`config.mk`:
```
export PLATFORM = sky130hd
export DESIGN_NAME = bls_scaler
export DESIGN_NICKNAME = d
export VERILOG_FILES = /design/src/bls_pkg.sv /design/src/bls_param_ram.sv /design/src/bls_scaler.sv
export SDC_FILE = /design/constraint.sdc
export NUM_CORES = 2
export LEC_CHECK = 0
export BUFFER_PORTS_ARGS = -buffer_cell sky130_fd_sc_hd__buf_2
export CAP_MARGIN = 0
export CORE_MARGIN = 5
export CORE_UTILIZATION = 55
export DETAILED_ROUTE_END_ITERATION = 10
export HOLD_SLACK_MARGIN = 0.12
export PLACE_DENSITY = 0.74
export SETUP_SLACK_MARGIN = 0.3
export SYNTH_ARGS = -nofsm -noshare
export SYNTH_HDL_FRONTEND = slang
export SYNTH_HIERARCHICAL = 1
export SYNTH_SLANG_ARGS = --single-unit
export TNS_END_PERCENT = 20
```
`constraint.sdc`:
```
create_clock -name clk_in -period 16.7 [get_ports clk_in]
set_input_delay 2.505 -clock clk_in [delete_from_list [all_inputs] [get_ports clk_in]]
set_output_delay 2.505 -clock clk_in [all_outputs]
set_load 0.05 [all_outputs]
```
`src/bls_pkg.sv`:
```
// Constants, register map and state type shared by the linear scaler design.
//
// Summary of operation
// RL1 - Binary-to-BCD error: zero horizontal or non-BCD vertical slope
// RL2 - Equals flag set when result is zero
// RL3 - Binary-to-BCD carry flag carries result sign
// RL4 - Binary-to-BCD: vertical/horizontal slope times (source minus offset)
// RL5 - Binary-to-BCD block: offset, horizontal, vertical slope
// RL6 - Quotient rounded to nearest integer
// RL7 - Binary-to-BCD result saturates at plus/minus 9999
// RL8 - Offsets and slopes may be negative; the code takes the BCD slope (B2D vertical, D2B horizontal) as unsigned
// RL9 - BCD-to-binary error: bad source or horizontal slope
// RL10 - Negative flag copies result most significant bit
// RL11 - BCD-to-binary: vertical/horizontal slope times (source plus offset)
// RL12 - BCD source magnitude signed by carry flag
// RL13 - BCD-to-binary result clamped to minimum and maximum
// RL14 - BCD-to-binary block holds five consecutive words
// RL15 - Halfway quotients round away from zero
package bls_pkg;

  // ---------------------------------------------------------------------------
  // Bus and word sizes
  // ---------------------------------------------------------------------------
  localparam int BLS_ADDR_W = 8;
  localparam int BLS_WORD_W = 16;

  // ---------------------------------------------------------------------------
  // Register byte offsets
  // ---------------------------------------------------------------------------
  localparam logic [7:0] BLS_CTRL_OFS     = 8'h00;
  localparam logic [7:0] BLS_SOURCE_OFS   = 8'h04;
  localparam logic [7:0] BLS_FLAGS_OFS    = 8'h08;
  localparam logic [7:0] BLS_RESULT_OFS   = 8'h0C;
  localparam logic [7:0] BLS_BASE_OFS     = 8'h10;
  localparam logic [7:0] BLS_IRQ_STAT_OFS = 8'h14;
  localparam logic [7:0] BLS_IRQ_CLR_OFS  = 8'h18;
  localparam logic [7:0] BLS_IRQ_EN_OFS   = 8'h1C;
  localparam logic [1:0] BLS_PARAM_SEL    = 2'h1;

  // ---------------------------------------------------------------------------
  // Field positions
  // ---------------------------------------------------------------------------
  localparam int BLS_CTRL_START_BIT = 0;
  localparam int BLS_CTRL_OP_BIT    = 1;
  localparam int BLS_FLG_ERR_BIT    = 0;
  localparam int BLS_FLG_EQ_BIT     = 1;
  localparam int BLS_FLG_CY_BIT     = 2;
  localparam int BLS_FLG_NEG_BIT    = 3;
  localparam int BLS_FLG_BUSY_BIT   = 4;
  localparam int BLS_IRQ_DONE_BIT   = 0;
  localparam int BLS_IRQ_ERR_BIT    = 1;
  localparam int BLS_IRQ_W          = 2;

  // ---------------------------------------------------------------------------
  // Parameter block layout, word index from the parameter base word
  // ---------------------------------------------------------------------------
  localparam logic [2:0] BLS_B2D_WORDS      = 3'h3;
  localparam int         BLS_B2D_OFFSET_IDX = 0;
  localparam int         BLS_B2D_HSLOPE_IDX = 1;
  localparam int         BLS_B2D_VSLOPE_IDX = 2;
  localparam logic [2:0] BLS_D2B_WORDS      = 3'h5;
  localparam int         BLS_D2B_HSLOPE_IDX = 0;
  localparam int         BLS_D2B_VSLOPE_IDX = 1;
  localparam int         BLS_D2B_OFFSET_IDX = 2;
  localparam int         BLS_D2B_MAX_IDX    = 3;
  localparam int         BLS_D2B_MIN_IDX    = 4;
  localparam int         BLS_MAX_WORDS      = 5;

  // ---------------------------------------------------------------------------
  // Values, reset values and counts
  // ---------------------------------------------------------------------------
  localparam logic [13:0] BLS_BCD_MAX_BIN = 14'h270F;
  localparam logic [15:0] BLS_WORD_RESET  = 16'h0000;
  localparam logic [5:0]  BLS_DIV_LAST    = 6'h1F;
  localparam logic        BLS_OP_B2D      = 1'b0;
  localparam logic        BLS_OP_D2B      = 1'b1;

  typedef enum logic [4:0] {
    BLS_IDLE  = 5'b00001,
    BLS_FETCH = 5'b00010,
    BLS_CALC  = 5'b00100,
    BLS_DIV   = 5'b01000,
    BLS_DONE  = 5'b10000
  } bls_state_t;

endpackage

```
`src/bls_param_ram.sv`:
```
// Parameter word memory with one write port and one registered read port.
`timescale 1ns/10ps
module bls_param_ram #(
  parameter int WORD_W = 16,
  parameter int DEPTH  = 16,
  parameter int AW     = 4
) (
  // Clock and reset
  input  wire logic              clk_in,
  input  wire logic              reset_in,
  // Write port
  input  wire logic              wr_en_in,
  input  wire logic [AW-1:0]     wr_addr_in,
  input  wire logic [WORD_W-1:0] wr_data_in,
  // Read port
  input  wire logic [AW-1:0]     rd_addr_in,
  output logic      [WORD_W-1:0] rd_data_out
);

  logic [WORD_W-1:0] mem [0:DEPTH-1];

  always_ff @(posedge clk_in) begin
    if (wr_en_in) begin
      mem[wr_addr_in] <= wr_data_in;
    end
  end

  always_ff @(posedge clk_in) begin
    if (reset_in) begin
      rd_data_out <= '0;
    end else begin
      rd_data_out <= mem[rd_addr_in];
    end
  end

endmodule // bls_param_ram

```
`src/bls_scaler.sv`:
```
// Linear scaler between signed binary and sign-magnitude BCD, with APB registers.
`timescale 1ns/10ps
module bls_scaler
  import bls_pkg::*;
#(
  parameter int PARAM_DEPTH = 16,
  parameter int PARAM_AW    = 4
) (
  // Clock and reset
  input  wire logic                  clk_in,
  input  wire logic                  reset_in,
  // APB slave
  input  wire logic                  psel_in,
  input  wire logic                  penable_in,
  input  wire logic                  pwrite_in,
  input  wire logic [BLS_ADDR_W-1:0] paddr_in,
  input  wire logic [31:0]           pwdata_in,
  output logic      [31:0]           prdata_out,
  output logic                       pready_out,
  output logic                       pslverr_out,
  // Interrupt
  output logic                       irq_out
);

  // ---------------------------------------------------------------------------
  // Declarations
  // ---------------------------------------------------------------------------
  bls_state_t        state_q;
  logic              op_q;
  logic [2:0]        fetch_cnt_q;
  logic [15:0]       word_q [0:BLS_MAX_WORDS-1];
  logic [15:0]       source_q;
  logic [15:0]       result_q;
  logic [PARAM_AW-1:0] parameter_base_word_q;
  logic              error_flag_q;
  logic              equals_flag_q;
  logic              carry_sign_flag_q;
  logic              negative_flag_q;
  logic [31:0]       num_q;
  logic [15:0]       den_q;
  logic [15:0]       rem_q;
  logic              neg_q;
  logic              err_q;
  logic [5:0]        div_cnt_q;
  logic [BLS_IRQ_W-1:0] irq_stat_q;
  logic [BLS_IRQ_W-1:0] irq_en_q;
  logic              irq_q;
  logic              pready_q;
  logic              pslverr_q;
  logic [31:0]       prdata_q;

  logic              busy;
  logic              access;
  logic              wr_ok;
  logic              is_param;
  logic              start;
  logic [2:0]        blk_size;
  logic [15:0]       ram_rdata;
  logic [PARAM_AW-1:0] ram_raddr;
  logic [31:0]       rd_val;
  logic              dec_err;
  logic [BLS_IRQ_W-1:0] irq_set;
  logic [BLS_IRQ_W-1:0] irq_clr;

  // ---------------------------------------------------------------------------
  // Arithmetic helpers
  // ---------------------------------------------------------------------------
  function automatic logic is_bcd(input logic [15:0] w);
    logic ok;
    ok = 1'b1;
    for (int i = 0; i < 4; i++) begin
      if (w[4*i +: 4] > 4'h9) begin
        ok = 1'b0;
      end
    end
    return ok;
  endfunction

  function automatic logic [15:0] bcd_to_bin(input logic [15:0] w);
    logic [15:0] v;
    v = 16'h0000;
    for (int i = 3; i >= 0; i--) begin
      v = 16'(v * 16'h000A) + {12'h000, w[4*i +: 4]};
    end
    return v;
  endfunction

  // Shift-and-add-three conversion; the input never exceeds 9999.
  function automatic logic [15:0] bin_to_bcd(input logic [13:0] b);
    logic [29:0] sh;
    sh = {16'h0000, b};
    for (int i = 0; i < 14; i++) begin
      for (int d = 0; d < 4; d++) begin
        if (sh[14+4*d +: 4] > 4'h4) begin
          sh[14+4*d +: 4] = sh[14+4*d +: 4] + 4'h3;
        end
      end
      sh = {sh[28:0], 1'b0};
    end
    return sh[29:14];
  endfunction

  // ---------------------------------------------------------------------------
  // Parameter memory
  // ---------------------------------------------------------------------------
  assign busy     = (state_q != BLS_IDLE);
  assign blk_size = (op_q == BLS_OP_D2B) ? BLS_D2B_WORDS : BLS_B2D_WORDS; // [RL5] [RL14]
  // The engine owns the read port while busy, so bus reads of the memory are refused then.
  assign ram_raddr = busy ? (parameter_base_word_q + PARAM_AW'(fetch_cnt_q))
                          : paddr_in[2 +: PARAM_AW];

  bls_param_ram #(
    .WORD_W (BLS_WORD_W),
    .DEPTH  (PARAM_DEPTH),
    .AW     (PARAM_AW)
  ) u_param_ram (
    .clk_in      (clk_in),
    .reset_in    (reset_in),
    .wr_en_in    (wr_ok && is_param),
    .wr_addr_in  (paddr_in[2 +: PARAM_AW]),
    .wr_data_in  (pwdata_in[15:0]),
    .rd_addr_in  (ram_raddr),
    .rd_data_out (ram_rdata)
  );

  // ---------------------------------------------------------------------------
  // Operand setup: numerator and divisor magnitudes and result sign
  // ---------------------------------------------------------------------------
  logic [16:0] d_diff;
  logic [16:0] d_diff_mag;
  logic [15:0] d_dx_mag;
  logic [15:0] d_dy;
  logic [15:0] b_src;
  logic [17:0] b_sum;
  logic [16:0] b_sum_mag;
  logic [15:0] b_dy_mag;
  logic [31:0] calc_num;
  logic [15:0] calc_den;
  logic        calc_neg;
  logic        calc_err;

  always_comb begin
    d_diff     = {source_q[15], source_q}
               - {word_q[BLS_B2D_OFFSET_IDX][15], word_q[BLS_B2D_OFFSET_IDX]}; // [RL4] [RL8]
    d_diff_mag = d_diff[16] ? -d_diff : d_diff;
    d_dx_mag   = word_q[BLS_B2D_HSLOPE_IDX][15] ? -word_q[BLS_B2D_HSLOPE_IDX]
                                                : word_q[BLS_B2D_HSLOPE_IDX];
    d_dy       = bcd_to_bin(word_q[BLS_B2D_VSLOPE_IDX]);
    b_src      = bcd_to_bin(source_q);
    b_sum      = (carry_sign_flag_q ? -{2'b00, b_src} : {2'b00, b_src})
               + {{2{word_q[BLS_D2B_OFFSET_IDX][15]}}, word_q[BLS_D2B_OFFSET_IDX]}; // [RL11] [RL12]
    b_sum_mag  = b_sum[17] ? 17'(-b_sum) : b_sum[16:0];
    b_dy_mag   = word_q[BLS_D2B_VSLOPE_IDX][15] ? -word_q[BLS_D2B_VSLOPE_IDX]
                                                : word_q[BLS_D2B_VSLOPE_IDX];
    if (op_q == BLS_OP_B2D) begin
      calc_num = {16'h0000, d_dy} * {15'h0000, d_diff_mag}; // [RL4]
      calc_den = d_dx_mag;
      calc_neg = d_diff[16] ^ word_q[BLS_B2D_HSLOPE_IDX][15]; // [RL8]
      calc_err = (word_q[BLS_B2D_HSLOPE_IDX] == 16'h0000)
              || !is_bcd(word_q[BLS_B2D_VSLOPE_IDX]); // [RL1]
    end else begin
      calc_num = {15'h0000, b_sum_mag} * {16'h0000, b_dy_mag}; // [RL11]
      calc_den = bcd_to_bin(word_q[BLS_D2B_HSLOPE_IDX]);
      calc_neg = b_sum[17] ^ word_q[BLS_D2B_VSLOPE_IDX][15]; // [RL8]
      calc_err = !is_bcd(source_q) || !is_bcd(word_q[BLS_D2B_HSLOPE_IDX])
              || (word_q[BLS_D2B_HSLOPE_IDX] == 16'h0000); // [RL9]
    end
  end

  // ---------------------------------------------------------------------------
  // Rounding, saturation and clamping of the quotient
  // ---------------------------------------------------------------------------
  logic [16:0] rem_w;
  logic        rem_ge;
  logic        round_up;
  logic [31:0] q_round;
  logic [13:0] sat_mag;
  logic [32:0] d2b_val;
  logic [32:0] d2b_min;
  logic [32:0] d2b_max;
  logic [15:0] d2b_res;

  always_comb begin
    rem_w    = {rem_q, num_q[31]};
    rem_ge   = (rem_w >= {1'b0, den_q});
    // Twice the remainder against the divisor rounds ties away from zero in magnitude.
    round_up = ({rem_q, 1'b0} >= {1'b0, den_q}); // [RL6] [RL15]
    q_round  = num_q + {31'h0, round_up}; // [RL6]
    sat_mag  = (q_round > {18'h0, BLS_BCD_MAX_BIN}) ? BLS_BCD_MAX_BIN : q_round[13:0]; // [RL7]
    d2b_val  = neg_q ? -{1'b0, q_round} : {1'b0, q_round};
    d2b_min  = {{17{word_q[BLS_D2B_MIN_IDX][15]}}, word_q[BLS_D2B_MIN_IDX]};
    d2b_max  = {{17{word_q[BLS_D2B_MAX_IDX][15]}}, word_q[BLS_D2B_MAX_IDX]};
    if ($signed(d2b_val) < $signed(d2b_min)) begin
      d2b_res = word_q[BLS_D2B_MIN_IDX]; // [RL13]
    end else if ($signed(d2b_val) > $signed(d2b_max)) begin
      d2b_res = word_q[BLS_D2B_MAX_IDX]; // [RL13]
    end else begin
      d2b_res = d2b_val[15:0];
    end
  end

  // ---------------------------------------------------------------------------
  // Sequencer
  // ---------------------------------------------------------------------------
  always_ff @(posedge clk_in) begin
    if (reset_in) begin
      state_q <= BLS_IDLE;
    end else begin
      case (state_q)
        BLS_IDLE: begin
          if (start) begin
            state_q <= BLS_FETCH;
          end
        end
        BLS_FETCH: begin
          if (fetch_cnt_q == blk_size) begin
            state_q <= BLS_CALC;
          end
        end
        BLS_CALC: begin
          state_q <= calc_err ? BLS_DONE : BLS_DIV;
        end
        BLS_DIV: begin
          if (div_cnt_q == BLS_DIV_LAST) begin
            state_q <= BLS_DONE;
          end
        end
        BLS_DONE: begin
          state_q <= BLS_IDLE;
        end
        default: begin
          state_q <= BLS_IDLE;
        end
      endcase
    end
  end

  always_ff @(posedge clk_in) begin
    if (reset_in) begin
      op_q <= BLS_OP_B2D;
    end else if (start) begin
      op_q <= pwdata_in[BLS_CTRL_OP_BIT];
    end
  end

  // Read data lags the address by one cycle, so word k lands while address k+1 goes out.
  always_ff @(posedge clk_in) begin
    if (reset_in) begin
      fetch_cnt_q <= 3'h0;
    end else if (state_q == BLS_FETCH) begin
      fetch_cnt_q <= fetch_cnt_q + 3'h1;
      if (fetch_cnt_q != 3'h0) begin
        word_q[3'(fetch_cnt_q - 3'h1)] <= ram_rdata; // [RL5] [RL14]
      end
    end else begin
      fetch_cnt_q <= 3'h0;
    end
  end

  // Restoring divider: one quotient bit per cycle, quotient shifts into num_q.
  always_ff @(posedge clk_in) begin
    if (reset_in) begin
      num_q     <= 32'h0000_0000;
      den_q     <= 16'h0000;
      rem_q     <= 16'h0000;
      neg_q     <= 1'b0;
      err_q     <= 1'b0;
      div_cnt_q <= 6'h00;
    end else if (state_q == BLS_CALC) begin
      num_q     <= calc_num;
      den_q     <= calc_den;
      rem_q     <= 16'h0000;
      neg_q     <= calc_neg;
      err_q     <= calc_err;
      div_cnt_q <= 6'h00;
    end else if (state_q == BLS_DIV) begin
      rem_q     <= rem_ge ? 16'(rem_w - {1'b0, den_q}) : rem_w[15:0];
      num_q     <= {num_q[30:0], rem_ge};
      div_cnt_q <= div_cnt_q + 6'h01;
    end
  end

  // ---------------------------------------------------------------------------
  // Result and condition flags
  // ---------------------------------------------------------------------------
  always_ff @(posedge clk_in) begin
    if (reset_in) begin
      result_q <= BLS_WORD_RESET;
    end else if (state_q == BLS_DONE && !err_q) begin
      result_q <= (op_q == BLS_OP_B2D) ? bin_to_bcd(sat_mag) : d2b_res; // [RL7] [RL11]
    end
  end

  always_ff @(posedge clk_in) begin
    if (reset_in) begin
      error_flag_q <= 1'b0;
    end else if (state_q == BLS_DONE) begin
      error_flag_q <= err_q; // [RL1] [RL9]
    end
  end

  always_ff @(posedge clk_in) begin
    if (reset_in) begin
      equals_flag_q <= 1'b0;
    end else if (state_q == BLS_DONE && !err_q) begin
      equals_flag_q <= (op_q == BLS_OP_B2D) ? (sat_mag == 14'h0000)
                                            : (d2b_res == 16'h0000); // [RL2]
    end
  end

  // Software may set or clear the sign before a BCD-to-binary run; the engine's update wins.
  always_ff @(posedge clk_in) begin
    if (reset_in) begin
      carry_sign_flag_q <= 1'b0;
    end else if (state_q == BLS_DONE && !err_q && op_q == BLS_OP_B2D) begin
      carry_sign_flag_q <= neg_q && (sat_mag != 14'h0000); // [RL3]
    end else if (wr_ok && paddr_in == BLS_FLAGS_OFS) begin
      carry_sign_flag_q <= pwdata_in[BLS_FLG_CY_BIT]; // [RL12]
    end
  end

  always_ff @(posedge clk_in) begin
    if (reset_in) begin
      negative_flag_q <= 1'b0;
    end else if (state_q == BLS_DONE && !err_q && op_q == BLS_OP_D2B) begin
      negative_flag_q <= d2b_res[15]; // [RL10]
    end
  end

  // ---------------------------------------------------------------------------
  // APB register file
  // ---------------------------------------------------------------------------
  assign access   = psel_in && penable_in;
  assign wr_ok    = access && pready_q && pwrite_in && !pslverr_q;
  assign is_param = (paddr_in[7:6] == BLS_PARAM_SEL) && (paddr_in[1:0] == 2'b00);
  assign start    = wr_ok && (paddr_in == BLS_CTRL_OFS) && !busy
                 && pwdata_in[BLS_CTRL_START_BIT];

  always_comb begin
    rd_val  = 32'h0000_0000;
    dec_err = 1'b0;
    if (is_param) begin
      rd_val[15:0] = ram_rdata;
      dec_err      = busy;
    end else begin
      case (paddr_in)
        BLS_CTRL_OFS: begin
          rd_val[BLS_CTRL_OP_BIT] = op_q;
        end
        BLS_SOURCE_OFS: begin
          rd_val[15:0] = source_q;
        end
        BLS_FLAGS_OFS: begin
          rd_val[BLS_FLG_ERR_BIT]  = error_flag_q;
          rd_val[BLS_FLG_EQ_BIT]   = equals_flag_q;
          rd_val[BLS_FLG_CY_BIT]   = carry_sign_flag_q;
          rd_val[BLS_FLG_NEG_BIT]  = negative_flag_q;
          rd_val[BLS_FLG_BUSY_BIT] = busy;
        end
        BLS_RESULT_OFS: begin
          rd_val[15:0] = result_q;
        end
        BLS_BASE_OFS: begin
          rd_val[PARAM_AW-1:0] = parameter_base_word_q;
        end
        BLS_IRQ_STAT_OFS: begin
          rd_val[BLS_IRQ_W-1:0] = irq_stat_q;
        end
        BLS_IRQ_CLR_OFS: begin
          rd_val = 32'h0000_0000;
        end
        BLS_IRQ_EN_OFS: begin
          rd_val[BLS_IRQ_W-1:0] = irq_en_q;
        end
        default: begin
          dec_err = 1'b1;
        end
      endcase
    end
  end

  // Every transfer gets exactly one wait state; the answer is decided in the first access cycle.
  always_ff @(posedge clk_in) begin
    if (reset_in) begin
      pready_q  <= 1'b0;
      pslverr_q <= 1'b0;
      prdata_q  <= 32'h0000_0000;
    end else if (access && !pready_q) begin
      pready_q  <= 1'b1;
      pslverr_q <= dec_err;
      prdata_q  <= pwrite_in ? 32'h0000_0000 : rd_val;
    end else begin
      pready_q  <= 1'b0;
      pslverr_q <= 1'b0;
    end
  end

  always_ff @(posedge clk_in) begin
    if (reset_in) begin
      source_q <= BLS_WORD_RESET;
    end else if (wr_ok && paddr_in == BLS_SOURCE_OFS) begin
      source_q <= pwdata_in[15:0];
    end
  end

  always_ff @(posedge clk_in) begin
    if (reset_in) begin
      parameter_base_word_q <= '0;
    end else if (wr_ok && paddr_in == BLS_BASE_OFS && !busy) begin
      parameter_base_word_q <= pwdata_in[PARAM_AW-1:0];
    end
  end

  // ---------------------------------------------------------------------------
  // Interrupts
  // ---------------------------------------------------------------------------
  always_comb begin
    irq_set = '0;
    irq_clr = '0;
    irq_set[BLS_IRQ_DONE_BIT] = (state_q == BLS_DONE);
    irq_set[BLS_IRQ_ERR_BIT]  = (state_q == BLS_DONE) && err_q;
    if (wr_ok && paddr_in == BLS_IRQ_CLR_OFS) begin
      irq_clr = pwdata_in[BLS_IRQ_W-1:0];
    end
  end

  // A completion in the same cycle as its clear stays pending.
  always_ff @(posedge clk_in) begin
    if (reset_in) begin
      irq_stat_q <= '0;
    end else begin
      irq_stat_q <= (irq_stat_q & ~irq_clr) | irq_set;
    end
  end

  always_ff @(posedge clk_in) begin
    if (reset_in) begin
      irq_en_q <= '0;
    end else if (wr_ok && paddr_in == BLS_IRQ_EN_OFS) begin
      irq_en_q <= pwdata_in[BLS_IRQ_W-1:0];
    end
  end

  always_ff @(posedge clk_in) begin
    if (reset_in) begin
      irq_q <= 1'b0;
    end else begin
      irq_q <= |(irq_stat_q & irq_en_q);
    end
  end

  // ---------------------------------------------------------------------------
  // Outputs
  // ---------------------------------------------------------------------------
  assign prdata_out  = prdata_q;
  assign pready_out  = pready_q;
  assign pslverr_out = pslverr_q;
  assign irq_out     = irq_q;

endmodule // bls_scaler

```
## After elaboration in Yosys (flattened, before gate mapping)

Memories as Yosys holds them, arrays and structs flattened. A register that Yosys moved wholly into a read port is not among the register bits.
Cells that the tools add are included.

- Register bits after elaboration: 160
- Bits in writable memories: 336
- Input bits: 45
- Output and inout bits: 35
- Memories: 2

- Add/subtract/negate cells: 48
- $mul: 11
- Order comparisons: 43
- Eq/ne operators: 19
- Muxes and demuxes: 128
- Bitwise operators: 9
- Reduce and logical (&&, ||, !) cells: 47

Memories:

| name | depth | bits a word | rd ports | clocked after Yosys merged registers in | wr ports | RTL line | source |
|---|---|---|---|---|---|---|---|
| u_param_ram.mem | 16 | 16 | 1 | 1 | 1 | bls_param_ram.sv:20 | `logic [WORD_W-1:0] mem [0:DEPTH-1];` |
| word_q | 5 | 16 | 5 | 0 | 1 | bls_scaler.sv:31 | `logic [15:0] word_q [0:BLS_MAX_WORDS-1];` |

Operator list:

| kind | number |
|---|---|
| $mux 4 | 67 |
| $mux 16 | 8 |
| $mux 32 | 3 |
| $gt 4x3->1 const B | 22 |
| $add 4x2->4 const B | 21 |
| $add 16x4->16 | 3 |
| $gt 4x4->1 const B | 12 |
| $logic_not 16->1 | 3 |
| $mul 14x3->15 const B | 3 |
| $add 13x4->14 | 3 |
| $mul 9x3->12 const B | 3 |
| $ge 17x16->1 | 2 |
| $mux 17 | 2 |
| $neg 17->17 | 2 |
| $gt 33x16->1 | 1 |
| $lt 33x16->1 | 1 |
| $mux 33 | 1 |
| $neg 32->33 | 1 |
| $add 32x1->32 | 1 |
| $eq 8x5->1 const B | 4 |
| $gt 32x14->1 const B | 1 |
| $mul 16x17->32 | 1 |
| $mul 17x16->32 | 1 |
| $mux 1 | 29 |
| other kinds (54) | 110 |

## Longest topological paths before layout

- Word-level depth: 47
- Gate-level depth with buffers: 83
- Mapped depth without buffers: 79

## Cells and area by module

The synthesis kept the hierarchy.

Modules (own cells, without submodules):

| module | times used | cells an instance | area each (um^2) | sequential area each (um^2) |
|---|---|---|---|---|
| bls_scaler | 1 | 5018 | 41772.6 | 5285.1 |
| bls_param_ram | 1 | 490 | 10361.2 | 8007.7 |

## Least setup slack after synthesis

No wires, ideal clock.

- Path kind: flip-flop to flip-flop
- Start: reg den_q[6]
- End: reg result_q[9]
- Data arrival time: 15.512 ns
- Path slack: 1.071 ns
- Cell stages (with the launch flop): 78
- Period minus slack after synthesis: 15.629 ns
- Cell sequence: dfxtp_1 inv_1 ha_1 a21o_1 a21o_1 a21oi_1 a21boi_0 o21ai_0 nand2b_1 a2111oi_0 o21ai_0 ha_1 ha_1 and3_1 clkbuf_1 and4_1 buf_2 and3_1 (+42 left out) mux2_2 and3_1 ha_1 o311ai_1 o21ai_0 mux2_2 and2_1 ha_1 a21oi_1 a21oi_1 xor2_1 inv_1 ha_1 inv_1 a31oi_1 nor3_1 or3b_1 a32o_1

- Longest elaborated chain between the ends: 47

RTL lines:

| what | RTL line | source |
|---|---|---|
| from (decl) | bls_scaler.sv:40 | `logic [15:0] den_q;` |
| from (signal assigned) | bls_scaler.sv:271 | `den_q <= calc_den;` |
| $ge 17x16->1 * | bls_scaler.sv:187 | `round_up = ({rem_q, 1'b0} >= {1'b0, den_q});` |
| $add 32x1->32 * | bls_scaler.sv:188 | `q_round = num_q + {31'h0, round_up};` |
| $gt 32x14->1 | bls_scaler.sv:189 | `sat_mag = (q_round > {18'h0, BLS_BCD_MAX_BIN}) ? BLS_BCD_MAX_BIN : q_round[13:0];` |
| $mux 14 | bls_scaler.sv:189 |  |
| $add 3x2->4 / $gt 3x3->1 (equally long branches) | bls_scaler.sv:95, bls_scaler.sv:94 |  |
| $mux 4 | bls_scaler.sv:94 | `if (sh[14+4*d +: 4] > 4'h4) begin` |
| $mux 4 | bls_scaler.sv:289 | `end else if (state_q == BLS_DONE && !err_q) begin` |
| $mux 4 | bls_scaler.sv:287 | `if (reset_in) begin` |
| (+31 left out) | -- |  |
| $mux 4 | bls_scaler.sv:287 |  |
| $add 4x2->4 / $gt 4x3->1 (equally long branches) | bls_scaler.sv:95, bls_scaler.sv:94 |  |
| $mux 4 | bls_scaler.sv:94 |  |
| $mux 4 | bls_scaler.sv:289 |  |
| $mux 4 | bls_scaler.sv:287 |  |
| $add 4x2->4 / $gt 4x3->1 (equally long branches) | bls_scaler.sv:95, bls_scaler.sv:94 |  |
| $mux 4 | bls_scaler.sv:94 |  |
| $mux 16 * | bls_scaler.sv:290 | `result_q <= (op_q == BLS_OP_B2D) ? bin_to_bcd(sat_mag) : d2b_res;` |
| to (signal assigned) | bls_scaler.sv:290 |  |
| to (decl) | bls_scaler.sv:33 | `logic [15:0] result_q;` |

Every way passes the cells marked *; elsewhere a longest branch is shown, timed or not. The select of a mux whose other input is x is not followed.
A chain may end at the register's enable or synchronous reset.

## Final worst setup path

Same ends and word-level chain as after synthesis.

==> flow_summary.toml <==
[cts]
cts_tree = "yes"
cts_buffers = 51
clockBufferDepth = 3
hold_buffers = 0
htreeDepth = 2
cts_root_buf = "clkbuf_16"
insertion_delay_ns = 0.61
clk_pin_slew_ns = 0.06
cts_sinks = 496

[timing]
setup_slack_ns = 1.19
min_period_ns = 15.51
fin_crit_sh = 0.929
tightest_slew_ns = 1.17
max_freq_ghz = 0.0645
worst_clock_skew_ns = 0.0337
hold_ws_ns = 0.457
finalSetupViolations = 0
finalHoldViolCount = 0
max_slew_margin = 0.214
fin_setup_tns_ns = 0
rsz0062_at_grt = "yes"
slew_viol_final = 0

[synth]
yosys.area_share.adder = 0.295
synthMuxAreaShare = 0.0540
syn_area_per_cell_um2 = 9.47
seq_area_frac_synth = 0.255
netlist_area_um2 = 52100
synth_enable_flop_cells = 336
synth_flop_cell = "edfxtp_1"
ys_types = 118
ys_warn_count = 6
async_flop_share = 0
synth_compound_area_frac = 0.115
yosys.area_share.simple = 0.143
synth_top_area_cell = "edfxtp_1"
synthTopCellsByCount = "736 x inv_1, 606 x nand2_1, 532 x ha_1"
yosysMostFrequentCell = "inv_1"
synthCells = 5508
yosysTopAreaCellShare = 0.194
yosys_register_bits = 496
synthXorXnorAreaFrac = 0.0666
synth_top_family_by_area = "adder cells"
synth.area.top_cells = "edfxtp_1 19%, fa_1 17%, ha_1 13%"

[cells_and_area]
fill_cells = 7845
area.growth.synth_to_final_pct = 8.00
drive_above_1_share = 0.0799
register_area_um2 = 13300
nets = 6563
top_register = "u_param_ram/mem"
multi_input_area_um2 = 35700
stdcell_count = 6860
reg_top3 = "u_param_ram/mem (256), word_q (80), num_q (32)"
largest_reg_flops = 256
fin_area_um2 = 56300
final_util = 0.595

[worst_hold_path]
hold_path_class = "reg -> reg"
worstHoldPathCells = 2
min_from = "den_q[7]$_SDFFE_PP0P_"
min_to = "den_q[7]$_SDFFE_PP0P_"

[placed_design]
dpl_cell_area_um2 = 54200
hpwl_um = 104000
place_ws_ns = -0.196
dpl.cell_count = 6752
io_buffers = 47
gp_congestion = 0.922

[outcome]
violations = "DRC"
status = "finished with violations"

[setup_path]
crit_required_ns = 17.21
reg2reg_slack_ns = 1.19
crit_arrival_ns = 16.02
critPathMaxStageDelay_ns = 0.58
path_common_cell = "ha_1"
path_max_fanout = 7
worstReg2RegEnd = "result_q[9]$_SDFFE_PP0P_"
end_kind = "register"
slowest_stage = "o311ai_2"
crit_type = "reg -> reg"
start_kind = "register"
r2r-start = "den_q[6]$_SDFFE_PP0P_"
rr_worst_depth = 77

[pwr]
cellPowerDensity_nw_per_um2 = 58.4
internal_power_mw = 2.30
ir_drop_v = 0.000126
finalPower_mw = 3.29
combPwrFrac = 0.228
p_leak_nw = 25.1
swShare = 0.300
clkPwrFrac = 0.366
switchingPower_uw = 985
seqPwrFrac = 0.405

[floorplan]
die_h_um = 318
core_area_um2 = 94600
io_pins = 80
start_util = 0.551
die_area_um2 = 101000
die_w_um = 318
rows = 113

[routing]
avgViaCountPerCell = 5.85
routed_wl_um = 136000
drtIter0Drc = 3316
dr.pass1.iters = 11
vias = 40100
post-route-drc-count = 8
ant_nets = 0
wl_per_cell_um = 19.8

[global_routing]
antenna_found_initial = 2
grt_pass1_vias = 40300
grt_pass1_wl_um = 217000
track_usage = 0.264
grt_max_degree = 68
globalRouteOverflowTotal = 0

[run]
drv_cap = 0
==> final cells by class <==
cell class | instances | share of cell area
clock buffer | 64 | 0.0246
clock inverter | 32 | 0.00693
antenna | 2 | 0.0000889
tap | 1265 | 0.0281
timing repair buffer | 171 | 0.0208
sequential | 496 | 0.236
multi-input combinational | 4093 | 0.634
inverter | 737 | 0.0491
==> repair_timing <==
| action | 4_1_cts | 5_1_grt |
|---|---|---|
| gates cloned | 0 | 0 |
| resized for setup | 7 | 46 |
| pin swaps | 1 | 8 |
| endpoints found under the setup margin | 11 | 22 |
| setup buffers | 2 | 8 |
==> how the worst max path moves through the flow <==
stage                          start                        to  slack [ns]  depth (start not counted)
2_1_floorplan  den_q[6]$_SDFFE_PP0P_  result_q[9]$_SDFFE_PP0P_        1.07                         77
3_3_place_gp   den_q[2]$_SDFFE_PP0P_  result_q[9]$_SDFFE_PP0P_        0.18                         76
3_5_place_dp   den_q[2]$_SDFFE_PP0P_  result_q[9]$_SDFFE_PP0P_       -0.20                         75
4_1_cts        den_q[2]$_SDFFE_PP0P_  result_q[2]$_SDFFE_PP0P_        0.38                         73
5_1_grt        den_q[2]$_SDFFE_PP0P_  result_q[9]$_SDFFE_PP0P_        0.21                         78
6_report       den_q[6]$_SDFFE_PP0P_  result_q[9]$_SDFFE_PP0P_        1.19                         77
==> routing by layer <==
layer  track usage  vias to the layer above  share of wire
met5             0                        -              0
met4        0.0943                        0          0.040
met3        0.0401                      303          0.077
met2         0.443                     1506           0.47
met1         0.350                    19600           0.41
li1              -                    18700              -
==> power groups by stage <==
| stage | combinational, mW | sequential, mW | clock, mW |
|---|---|---|---|
| 3_3_place_gp | 0.717 | 1.36 | 0 |
| 6_report | 0.750 | 1.33 | 1.20 |
| 3_5_place_dp | 0.730 | 1.36 | 0 |
| 5_1_grt | 0.828 | 1.33 | 1.27 |
| 2_1_floorplan | 0.517 | 1.35 | 0 |
| 4_1_cts | 0.738 | 1.33 | 1.22 |
==> placed cells by master, fill, tap and decap left out, drive strengths merged, types with 27 or more instances in the layout <==
cell type / count
and3: 29
clkbuf: 64
nor2: 415
o21bai: 63
mux4: 39
a21oi: 257
fa: 436
o21ai: 153
inv: 741
nand3: 66
xnor2: 247
nor2b: 62
edfxtp: 336
or2: 27
a21o: 91
and2: 94
nand2b: 60
a211oi: 47
buf: 171
dfxtp: 160
nand4: 31
mux2i: 120
nor3: 85
xor2: 140
mux2: 54
or3: 34
nand2: 606
ha: 532
==> critical path, delay by kind of cell (launching register included) <==
kind                     cells  cell delay [ns]
flip-flops                   1             0.34
multiplexers                 4             0.88
AO/OA/AOI/OAI               22             4.14
buffers and inverters       13             1.40
XOR/XNOR                     5             1.20
adder cells (fa/ha/maj)     14             3.43
AND/OR/NAND/NOR             19             3.99
==> kinds of logic (layout without fill, tap and decap cells) <==
logic type	Yosys count	in the layout
mux	213	213
buf+inv	943	1004
xor+xnor	390	390
other cells	1	27
compound gates	892	892
fa+ha+maj	968	968
simple gates	1605	1605
flops	496	496
(Power assumes the default switching activity.)
